$ cat config.mk
export PLATFORM = sky130hd
export DESIGN_NAME = pmt8_timer
export DESIGN_NICKNAME = d
export VERILOG_FILES = /design/src/pmt8_pkg.sv /design/src/pmt8_prescaler.sv /design/src/pmt8_timer.sv
export SDC_FILE = /design/constraint.sdc
export NUM_CORES = 1
export LEC_CHECK = 0
export ABC_CLOCK_PERIOD_IN_PS = 3200
export BUFFER_PORTS_ARGS = -buffer_cell sky130_fd_sc_hd__buf_2
export CAP_MARGIN = 20
export CORE_ASPECT_RATIO = 1.2
export CORE_MARGIN = 10
export CORE_UTILIZATION = 45
export DETAILED_ROUTE_END_ITERATION = 10
export HOLD_SLACK_MARGIN = 0.12
export PLACE_DENSITY = 0.72
export SKIP_CTS_REPAIR_TIMING = 1
export SLEW_MARGIN = 20
export SYNTH_ARGS = -nofsm -noshare
export SYNTH_HDL_FRONTEND = slang
export SYNTH_SLANG_ARGS = --single-unit
$ cat constraint.sdc
create_clock -name core_clk -period 3.2 [get_ports core_clk]
set_input_delay 0.8 -clock core_clk [delete_from_list [all_inputs] [get_ports core_clk]]
set_output_delay 0.8 -clock core_clk [all_outputs]
set_load 0.005 [all_outputs]
$ cat src/pmt8_pkg.sv
package pmt8_pkg;

    // register byte offsets on the apb side
    localparam logic [7:0] PERIOD_COUNT_OFS = 8'h00;
    localparam logic [7:0] PERIOD_LIMIT_OFS = 8'h04;
    localparam logic [7:0] TIMER_CONTROL_OFS = 8'h08;
    localparam logic [7:0] IRQ_FLAGS_OFS = 8'h0C;
    localparam logic [7:0] IRQ_MASK_OFS = 8'h10;

    // values after reset
    localparam logic [7:0] PERIOD_COUNT_RST = 8'h00;
    localparam logic [7:0] PERIOD_LIMIT_RST = 8'hFF;
    localparam logic [6:0] TIMER_CONTROL_RST = 7'h00;
    localparam logic [7:0] IRQ_MASK_RST = 8'h00;

    // timer_control field positions
    localparam int PRESCALE_LSB = 0;
    localparam int RUN_BIT = 2;
    localparam int POSTSCALE_LSB = 3;

    // peripheral_irq_flags position of the match flag
    localparam int MATCH_FLAG_BIT = 1;

    // instruction clock is the core clock divided by four
    localparam int INSTR_DIV = 4;

    // prescale terminal counts, ratio minus one
    localparam logic [3:0] PRE_LIM_1 = 4'h0;
    localparam logic [3:0] PRE_LIM_4 = 4'h3;
    localparam logic [3:0] PRE_LIM_16 = 4'hF;

    // prescale select codes
    typedef enum logic [1:0] {
        PMT8_PRE_1 = 2'b00,
        PMT8_PRE_4 = 2'b01,
        PMT8_PRE_16A = 2'b10,
        PMT8_PRE_16B = 2'b11
    } pmt8_pre_sel_t;

    // decoded timer_control contents
    typedef struct packed {
        logic [3:0] output_postscale_select;
        logic timer_run;
        logic [1:0] clock_prescale_select;
    } pmt8_ctrl_t;

    // time base handed to the capture/compare/pwm unit
    typedef struct packed {
        logic match;
        logic [7:0] count;
    } pmt8_base_t;

endpackage

$ cat src/pmt8_prescaler.sv
`timescale 1ns/1ps

module pmt8_prescaler (
    // clock and reset
    input wire logic core_clk,
    input wire logic rstn,
    // control
    input wire logic run,
    input wire logic clear,
    input wire logic [1:0] sel,
    // prescaled increment enable
    output logic tick
);

    logic [1:0] quarter_reg;
    logic [1:0] quarter_next;
    logic [3:0] pre_reg;
    logic [3:0] pre_next;
    logic quarter_tick;
    logic [3:0] pre_lim;
    logic pre_done;

    // ratio decode; the upper select bit alone picks sixteen
    function automatic logic [3:0] pre_limit(input logic [1:0] s);
        case (s)
            pmt8_pkg::PMT8_PRE_1: pre_limit = pmt8_pkg::PRE_LIM_1;
            pmt8_pkg::PMT8_PRE_4: pre_limit = pmt8_pkg::PRE_LIM_4;
            default: pre_limit = pmt8_pkg::PRE_LIM_16;
        endcase
    endfunction

    // instruction clock: free running, it belongs to the whole core
    assign quarter_tick = (quarter_reg == 2'(pmt8_pkg::INSTR_DIV - 1));
    assign quarter_next = quarter_tick ? 2'h0 : quarter_reg + 2'h1;
    assign pre_lim = pre_limit(sel);
    assign pre_done = (pre_reg == pre_lim);

    // prescale count holds while stopped, restarts on any clear
    assign pre_next = clear ? 4'h0 :
        (quarter_tick && run) ? (pre_done ? 4'h0 : pre_reg + 4'h1) :
        pre_reg;
    assign tick = quarter_tick && run && pre_done && !clear;

    // counters; reset clears the prescale count
    always_ff @(posedge core_clk or negedge rstn) begin
        if (!rstn) begin
            quarter_reg <= 2'h0;
            pre_reg <= 4'h0;
        end else begin
            quarter_reg <= quarter_next;
            pre_reg <= pre_next;
        end
    end

endmodule

$ cat src/pmt8_timer.sv
// Added by the designer: the placing of the registers and the APB interface to the registers.
`timescale 1ns/1ps

module pmt8_timer (
    // clock and reset
    input wire logic core_clk,
    input wire logic rstn,
    // apb slave
    input wire logic psel,
    input wire logic penable,
    input wire logic pwrite,
    input wire logic [7:0] paddr,
    input wire logic [31:0] pwdata,
    input wire logic [3:0] pstrb,
    output logic [31:0] prdata,
    output logic pready,
    output logic pslverr,
    // time base for the capture/compare/pwm unit
    output pmt8_pkg::pmt8_base_t pwm_base,
    // shift clock source for the sync serial port
    output logic ssp_match_tick,
    // interrupt
    output logic irq
);

    // registers
    logic [7:0] count_reg;
    logic [7:0] count_next;
    logic [7:0] limit_reg;
    logic [7:0] limit_next;
    logic [6:0] ctrl_reg;
    logic [6:0] ctrl_next;
    logic [3:0] post_reg;
    logic [3:0] post_next;
    logic [7:0] flags_reg;
    logic [7:0] flags_next;
    logic [7:0] mask_reg;
    logic [7:0] mask_next;
    logic [31:0] rdata_reg;
    logic [31:0] rdata_next;
    logic slverr_reg;
    logic slverr_next;
    logic match_reg;

    // decoded fields and strobes
    pmt8_pkg::pmt8_ctrl_t ctrl;
    logic setup;
    logic access;
    logic wr;
    logic wr_lane0;
    logic mapped;
    logic wr_count;
    logic wr_limit;
    logic wr_ctrl;
    logic wr_flags;
    logic wr_mask;
    logic scaler_clear;
    logic tick;
    logic at_limit;
    logic match;
    logic post_done;
    logic flag_set;
    logic [7:0] flag_set_vec;
    logic [7:0] rd_mux;
    logic sel_count;
    logic sel_limit;
    logic sel_ctrl;
    logic sel_flags;
    logic sel_mask;
    logic run_on;
    logic [1:0] pre_sel;
    logic [3:0] post_sel;
    logic rd_en;
    logic match_raw;
    logic [7:0] count_inc;
    logic [7:0] count_step;
    logic [3:0] post_inc;
    logic [7:0] match_bit_vec;
    logic [7:0] irq_pending;
    logic [31:0] rd_word;

    // address decode, used for both read and write
    function automatic logic hit(input logic [7:0] a, input logic [7:0] ofs);
        hit = (a == ofs);
    endfunction

    // control view of the stored bits, split into named fields
    // so the scalers never index the raw register
    assign ctrl = pmt8_pkg::pmt8_ctrl_t'(ctrl_reg);
    assign run_on = ctrl.timer_run;
    assign pre_sel = ctrl.clock_prescale_select;
    assign post_sel = ctrl.output_postscale_select;

    // apb phases; zero wait states, so pready is only the access phase
    // and no request can ever be stretched by this block
    assign setup = psel && !penable;
    assign access = psel && penable;
    assign pready = access;
    assign wr = access && pwrite;
    assign wr_lane0 = wr && pstrb[0];
    assign rd_en = setup && !pwrite;
    assign mapped = sel_count || sel_limit || sel_ctrl || sel_flags || sel_mask;

    // one select per register, shared by the read and write paths
    // so both sides always agree on the map
    assign sel_count = hit(paddr, pmt8_pkg::PERIOD_COUNT_OFS);
    assign sel_limit = hit(paddr, pmt8_pkg::PERIOD_LIMIT_OFS);
    assign sel_ctrl = hit(paddr, pmt8_pkg::TIMER_CONTROL_OFS);
    assign sel_flags = hit(paddr, pmt8_pkg::IRQ_FLAGS_OFS);
    assign sel_mask = hit(paddr, pmt8_pkg::IRQ_MASK_OFS);

    // write strobes; only byte lane zero carries register bits
    assign wr_count = wr_lane0 && sel_count;
    assign wr_limit = wr_lane0 && sel_limit;
    assign wr_ctrl = wr_lane0 && sel_ctrl;
    assign wr_flags = wr_lane0 && sel_flags;
    assign wr_mask = wr_lane0 && sel_mask;

    // either write restarts both scalers
    assign scaler_clear = wr_count || wr_ctrl;

    // prescaler and instruction clock divider; the divider itself
    // is cleared only by reset, the prescale count behind it also on scaler_clear
    pmt8_prescaler u_prescaler (
        .core_clk(core_clk),
        .rstn(rstn),
        .run(run_on),
        .clear(scaler_clear),
        .sel(pre_sel),
        .tick(tick)
    );

    // period compare; match only on a real increment so a halted
    // timer sitting on the limit raises nothing
    assign at_limit = (count_reg == limit_reg);
    assign match_raw = tick && at_limit;
    assign match = match_raw && !wr_count;

    // counter: a software load beats a simultaneous increment;
    // a load above the limit runs on to the natural wrap
    assign count_inc = count_reg + 8'h01;
    assign count_step = at_limit ? 8'h00 : count_inc;
    assign count_next = wr_count ? pwdata[7:0] :
        tick ? count_step :
        count_reg;

    // postscaler counts matches up to the selected ratio
    // and restarts on the match that completes it
    assign post_inc = post_reg + 4'h1;
    assign post_done = (post_reg == post_sel);
    assign flag_set = match && post_done;
    assign post_next = scaler_clear ? 4'h0 :
        match ? (post_done ? 4'h0 : post_inc) :
        post_reg;

    // other registers; only the match bit of the mask exists
    assign match_bit_vec = 8'(1 << pmt8_pkg::MATCH_FLAG_BIT);
    assign limit_next = wr_limit ? pwdata[7:0] : limit_reg;
    assign ctrl_next = wr_ctrl ? pwdata[6:0] : ctrl_reg;

    // mask bits that do not exist stay zero whatever is written
    generate
        for (genvar m = 0; m < 8; m++) begin : g_mask
            assign mask_next[m] = match_bit_vec[m] && (wr_mask ? pwdata[m] : mask_reg[m]);
        end
    endgenerate

    // sticky flags, write one to clear; a same-cycle set wins
    // so an event landing on the clear is never lost
    assign flag_set_vec = flag_set ? match_bit_vec : 8'h00;
    generate
        for (genvar b = 0; b < 8; b++) begin : g_flag
            assign flags_next[b] = flag_set_vec[b] ||
                (flags_reg[b] && !(wr_flags && pwdata[b]));
        end
    endgenerate

    // read selection; bit seven of control is not stored
    // and unmapped offsets read as zero
    assign rd_mux = sel_count ? count_reg :
        sel_limit ? limit_reg :
        sel_ctrl ? {1'b0, ctrl_reg} :
        sel_flags ? flags_reg :
        sel_mask ? mask_reg :
        8'h00;
    assign rd_word = {24'h000000, rd_mux};

    // read data is captured in the setup cycle and held through access;
    // a count read may therefore be one cycle old when it completes
    assign rdata_next = rd_en ? rd_word : rdata_reg;
    assign slverr_next = setup ? !mapped : slverr_reg;

    // bus outputs and interrupt; irq is a level of stored bits only
    // so it cannot glitch with the bus inputs
    assign prdata = rdata_reg;
    assign pslverr = slverr_reg && access;
    assign irq_pending = flags_reg & mask_reg;
    assign irq = |irq_pending;

    // exported time base; match is registered and goes out with the wrapped count of zero
    assign pwm_base = '{match: match_reg, count: count_reg};
    assign ssp_match_tick = match_reg;

    // live count; every kind of reset clears it
    // because all of them arrive on the one reset input
    always_ff @(posedge core_clk or negedge rstn) begin
        if (!rstn) begin
            count_reg <= pmt8_pkg::PERIOD_COUNT_RST;
        end else begin
            count_reg <= count_next;
        end
    end

    // postscale count restarts from zero on reset
    always_ff @(posedge core_clk or negedge rstn) begin
        if (!rstn) begin
            post_reg <= 4'h0;
        end else begin
            post_reg <= post_next;
        end
    end

    // registered match, so the far side sees one clean pulse
    // lined up with the count that has just wrapped
    always_ff @(posedge core_clk or negedge rstn) begin
        if (!rstn) begin
            match_reg <= 1'b0;
        end else begin
            match_reg <= match;
        end
    end

    // period limit
    always_ff @(posedge core_clk or negedge rstn) begin
        if (!rstn) begin
            limit_reg <= pmt8_pkg::PERIOD_LIMIT_RST;
        end else begin
            limit_reg <= limit_next;
        end
    end

    // control starts stopped, so only the instruction clock divider counts
    // until software sets the run bit
    always_ff @(posedge core_clk or negedge rstn) begin
        if (!rstn) begin
            ctrl_reg <= pmt8_pkg::TIMER_CONTROL_RST;
        end else begin
            ctrl_reg <= ctrl_next;
        end
    end

    // sticky flags
    always_ff @(posedge core_clk or negedge rstn) begin
        if (!rstn) begin
            flags_reg <= 8'h00;
        end else begin
            flags_reg <= flags_next;
        end
    end

    // interrupt mask
    always_ff @(posedge core_clk or negedge rstn) begin
        if (!rstn) begin
            mask_reg <= pmt8_pkg::IRQ_MASK_RST;
        end else begin
            mask_reg <= mask_next;
        end
    end

    // read data flop; holds between reads
    // so prdata stays put through the access phase
    always_ff @(posedge core_clk or negedge rstn) begin
        if (!rstn) begin
            rdata_reg <= 32'h00000000;
        end else begin
            rdata_reg <= rdata_next;
        end
    end

    // error flop, decided with the read data at setup
    // and only shown while the access phase stands
    always_ff @(posedge core_clk or negedge rstn) begin
        if (!rstn) begin
            slverr_reg <= 1'b0;
        end else begin
            slverr_reg <= slverr_next;
        end
    end

endmodule

After elaboration in Yosys (flattened, before gate mapping)
Cells that the tools add are included.
- register bits after elaboration: 52
- add/subtract/negate cells: 4
- equality and inequality tests: 9
- multiplexer cells: 17
- bitwise logic cells: 1
- reduce and logical (&&, ||, !) cells: 65
- operator list (kind ; count):
    $mux 8 ; 7
    $logic_and 1x1->1 ; 33
    $mux 4 ; 6
    $eq 8x4->1 const B ; 2
    $logic_not 1->1 ; 13
    $add 4x1->4 const B ; 2
    $add 8x1->8 const B ; 1
    $and 8x2->8 ; 1
    $eq 4x4->1 ; 2
    $eq 8x3->1 const B ; 1
    $eq 8x5->1 const B ; 1
    $eq 8x8->1 ; 1
    $logic_not 8->1 ; 1
    $pmux 4 s2 ; 1
    $reduce_or 8->1 ; 1
    $logic_or 1x1->1 ; 7
    $logic_or 1x1->1 const A ; 6
    $mux 2 ; 3
    $reduce_bool 2->1 ; 3
    $add 2x1->2 const B ; 1
    $eq 2x1->1 const B ; 1
    $eq 2x2->1 const B ; 1
    $logic_not 2->1 ; 1

Longest topological paths before layout
- depth after elaboration: 12
- gate-level depth with buffers: 7

Hierarchy
A second synthesis with hierarchy kept.
- cells, all modules: 288
- area total of the unflattened synthesis: 2982.9 um^2
- by module, submodules not included (module ; instances ; cells each ; area each (um^2)):
    pmt8_timer ; 1 ; 255 ; 2655.0
    pmt8_prescaler ; 1 ; 33 ; 327.8

Least setup slack after synthesis
No wires, ideal clock.
- kind: input port to flip-flop
- start point: input paddr[0]
- end point: register ctrl_reg[0], in the netlist ctrl[0]
- library setup time: 125 ps
- arrival: 2209 ps
- required time: 3075 ps
- path slack: 866 ps
- stages on the path: 6
- path buffers: 1
- cells stage by stage: or4_4 nor3_4 and2_1 buf_2 nand2_2 mux2_2
- cells in the longest elaborated chain, start to end: 2
- ends and longest elaborated chain (item ; line ; RTL):
    start, declared ; pmt8_timer.sv:12 ; input wire logic [7:0] paddr,
    $eq 8x4->1 ; pmt8_timer.sv:84 ; hit = (a == ofs);
    $logic_and 1x1->1 ; pmt8_timer.sv:115 ; assign wr_ctrl = wr_lane0 && sel_ctrl;
    end signal, assigned ; pmt8_timer.sv:246 ; ctrl_reg <= pmt8_pkg::TIMER_CONTROL_RST;
    end signal, assigned ; pmt8_timer.sv:248 ; ctrl_reg <= ctrl_next;
    end, declared ; pmt8_timer.sv:31 ; logic [6:0] ctrl_reg;
No other way between the ends.
A chain may end at the register's enable or synchronous reset.

Worst setup path in the final report
- start point: input paddr[0]
- end point: register ctrl_reg[1], in the netlist ctrl[1]
The elaborated chain is that of the path after synthesis.

==> impl_metrics.ini <==
[die]
dieHeight_um = 109.9
core_um2 = 6486
row_count = 32
fp.dieW_um = 94.93
io_pins = 94
start_util = 0.4674
die_area_um2 = 10430

[sta]
finalCritPeriodShare = 0.7477
hold_violations = 0
slew_violations = 0
fin_tns_setup_ns = 0
grt_setup_unrepaired = no
fmax_ghz = 0.4180
holdWs_ns = 0.3075
worstMarginPinSlew_ns = 0.9545
relSlewSlack = 0.3613
fin_crit_ns = 2.393
setup_viol = 0
setup_ws_ns = 0.8074
fin_skew_ns = 0.007875

[worst_hold_path]
hold_class = in2async

[clock_network]
cts_inserted_buffers = 5
htreeDepth = 2
cts_buffer_depth = 2
clk_latency_ns = 0.31
clk_pin_slew_ns = 0.10
clock_sinks = 52
cts_tree = built
cts-root-buf = clkbuf_8

[synth]
synth_edf_count = 0
synth.most_common_cell = dfrtp_1
yosys.area.top_type_share = 0.3632
synth_cell_types = 49
synth_area_leaders = dfrtp_1 (36%), dfstp_2 (6.9%), buf_4 (6.4%)
yosys.area.top_type = dfrtp_1
netlist_area_um2 = 3032
ys.flop_type = dfrtp_1
avgSynthCellArea_um2 = 10.24
ys_warn_count = 0
synthTopCellsByCount = dfrtp_1 (44), buf_4 (26), nor2_1 (23)
synthCells = 296
seq_area_frac_synth = 0.4325
ys_seq_elements = 52
ys_async_sr_fraction = 1.000

[critical_path]
critPathCaptureType = register
r2r_start = ctrl[0]$_DFFE_PN0P_
timing.rr.end = post_reg[1]$_DFFE_PN0P_
critPathMaxStageDelay_ns = 0.55
cp.required_ns = 3.40
crit_slowest_cell = or4_4
crit_chain = buf_2, or4_4, nor3_4, and2_1, nand2_2, mux2_2
startpoint_type = input pin
crit_type = in2reg
worst_ep_arrival_time_ns = 2.59
critPathMaxFanout = 8
r2r_cells = 5
rrSetupSlack_ns = 0.95

[drt]
first_iter_violations = 122
drt-total-wl_um = 7011
routed_via_density = 5.482
detail-route-antenna-nets = 0
wl_per_cell_um = 16.73
dr.pass1.iters = 4
drc = 0
vias = 2297

[power_and_ir_drop]
powerDensity_nw_per_um2 = 372.5
leakage_nw = 1.579
internal-power_w = 0.0009370
combPwrFrac = 0.091
p_sw_w = 0.0003004
swShare = 0.2428
vdd_ir_drop_max_uv = 186.8
power_frac_clock = 0.362
sequentialPowerShare = 0.546

[placement]
gp_congestion = 0.9354
pre_cts_ws_ns = 0.4860
port_buffers = 42
dpl.hpwl_um = 5346

[grt]
overflow = 0
antenna_found_initial = 0
grt_pass1_wl_um = 11460
grt.total_usage = 0.1359
grt_start_max_net_pins = 28
grt_pass1_vias = 2310

[final_layout]
nNetsFinal = 386
fillCellCount = 617
seq_area_um2 = 1311
areaGrowthSynthToFinish_pct = 9.575
n_antenna_cell = 0
drive_gt1_frac = 0.2844
multi_input_area_um2 = 1526

[flow_run]
drv_cap = 0

[run_status]
status = finished clean
## logic make-up after synthesis
logic type	count (synthesis)	synth area share
other cells	1	0.001237
fa+ha+maj	4	0.01651
xor+xnor	13	0.03756
compound gates	59	0.1263
buf+inv	47	0.09245
mux	26	0.1176
simple gates	94	0.1758
flops	52	0.4325
## layer usage
metal	vias to the layer above	part of all wire	GRT usage
li1	1089	-	-
met1	1135	0.38	0.1550
met2	66	0.53	0.2539
met3	7	0.076	0.02729
met4	0	0.0094	0.02891
met5	-	0	0
## worst max-delay path, delay by kind of cell
family | cells | cell delay [ns]
buffers and inverters | 1 | 0.10
AND/OR/NAND/NOR | 4 | 1.37
multiplexers | 1 | 0.32
## stage by stage
step	power [W]	util	area, um^2	std cells
after floorplan	0.0007707	-	3118	319
final	0.001237	0.5122	3322	419
after global placement	0.0007977	0.4950	3211	411
after global routing	0.001291	0.5122	3322	419
after CTS	0.001249	0.5122	3322	419
after detailed placement	0.0008013	0.4950	3211	411
## worst max-delay path by stage
stage	endpoint	slack [ns]	cells past startpoint	startpoint
floorplan	ctrl[0]$_DFFE_PN0P_	0.87	6	paddr[0]
global placement	ctrl[5]$_DFFE_PN0P_	0.50	6	paddr[0]
detailed placement	ctrl[5]$_DFFE_PN0P_	0.49	6	paddr[0]
CTS	ctrl[0]$_DFFE_PN0P_	0.81	6	paddr[0]
global route	ctrl[3]$_DFFE_PN0P_	0.69	6	paddr[0]
finish	ctrl[1]$_DFFE_PN0P_	0.81	6	paddr[0]
## layout make-up
class / count / area share
Sequential cell: 52 / 0.3947
Clock inverter: 3 / 0.01281
Clock buffer: 5 / 0.02072
Multi-Input combinational cell: 220 / 0.4595
Tap cell: 85 / 0.03202
Timing Repair Buffer: 45 / 0.07006
Inverter: 9 / 0.01017
## power by group through the flow
stage | logic (W) | clock network [W] | registers [W]
5_1_grt | 0.000129 | 0.000484 | 0.000678
3_5_place_dp | 0.000113 | 0 | 0.000688
4_1_cts | 0.000113 | 0.000460 | 0.000676
6_report | 0.000113 | 0.000448 | 0.000676
2_1_floorplan | 0.0000846 | 0 | 0.000686
3_3_place_gp | 0.000110 | 0 | 0.000688
## cell usage in the layout (no fill, tap or decap), types with 2 or more instances in the layout
| master | instances |
|---|---|
| or3_1 | 2 |
| o31ai_1 | 6 |
| nor2b_1 | 4 |
| buf_4 | 3 |
| and3_1 | 4 |
| o21ai_0 | 13 |
| mux4_2 | 6 |
| or4_1 | 2 |
| nor4_4 | 2 |
| nor4_1 | 2 |
| or2_2 | 2 |
| dfrtp_1 | 44 |
| a21boi_0 | 10 |
| a31oi_1 | 8 |
| xor2_1 | 12 |
| ha_1 | 4 |
| nand4_1 | 8 |
| dfstp_2 | 8 |
| buf_2 | 42 |
| a21oi_1 | 10 |
| inv_1 | 9 |
| o311ai_0 | 3 |
| nor3_1 | 6 |
| clkbuf_8 | 5 |
| conb_1 | 24 |
| nand3_1 | 8 |
| o21ai_1 | 2 |
| nand2_1 | 18 |
| and2_1 | 4 |
| mux2i_1 | 3 |
| nor2_1 | 23 |
| mux2_2 | 17 |
(Power assumes the default switching activity.)
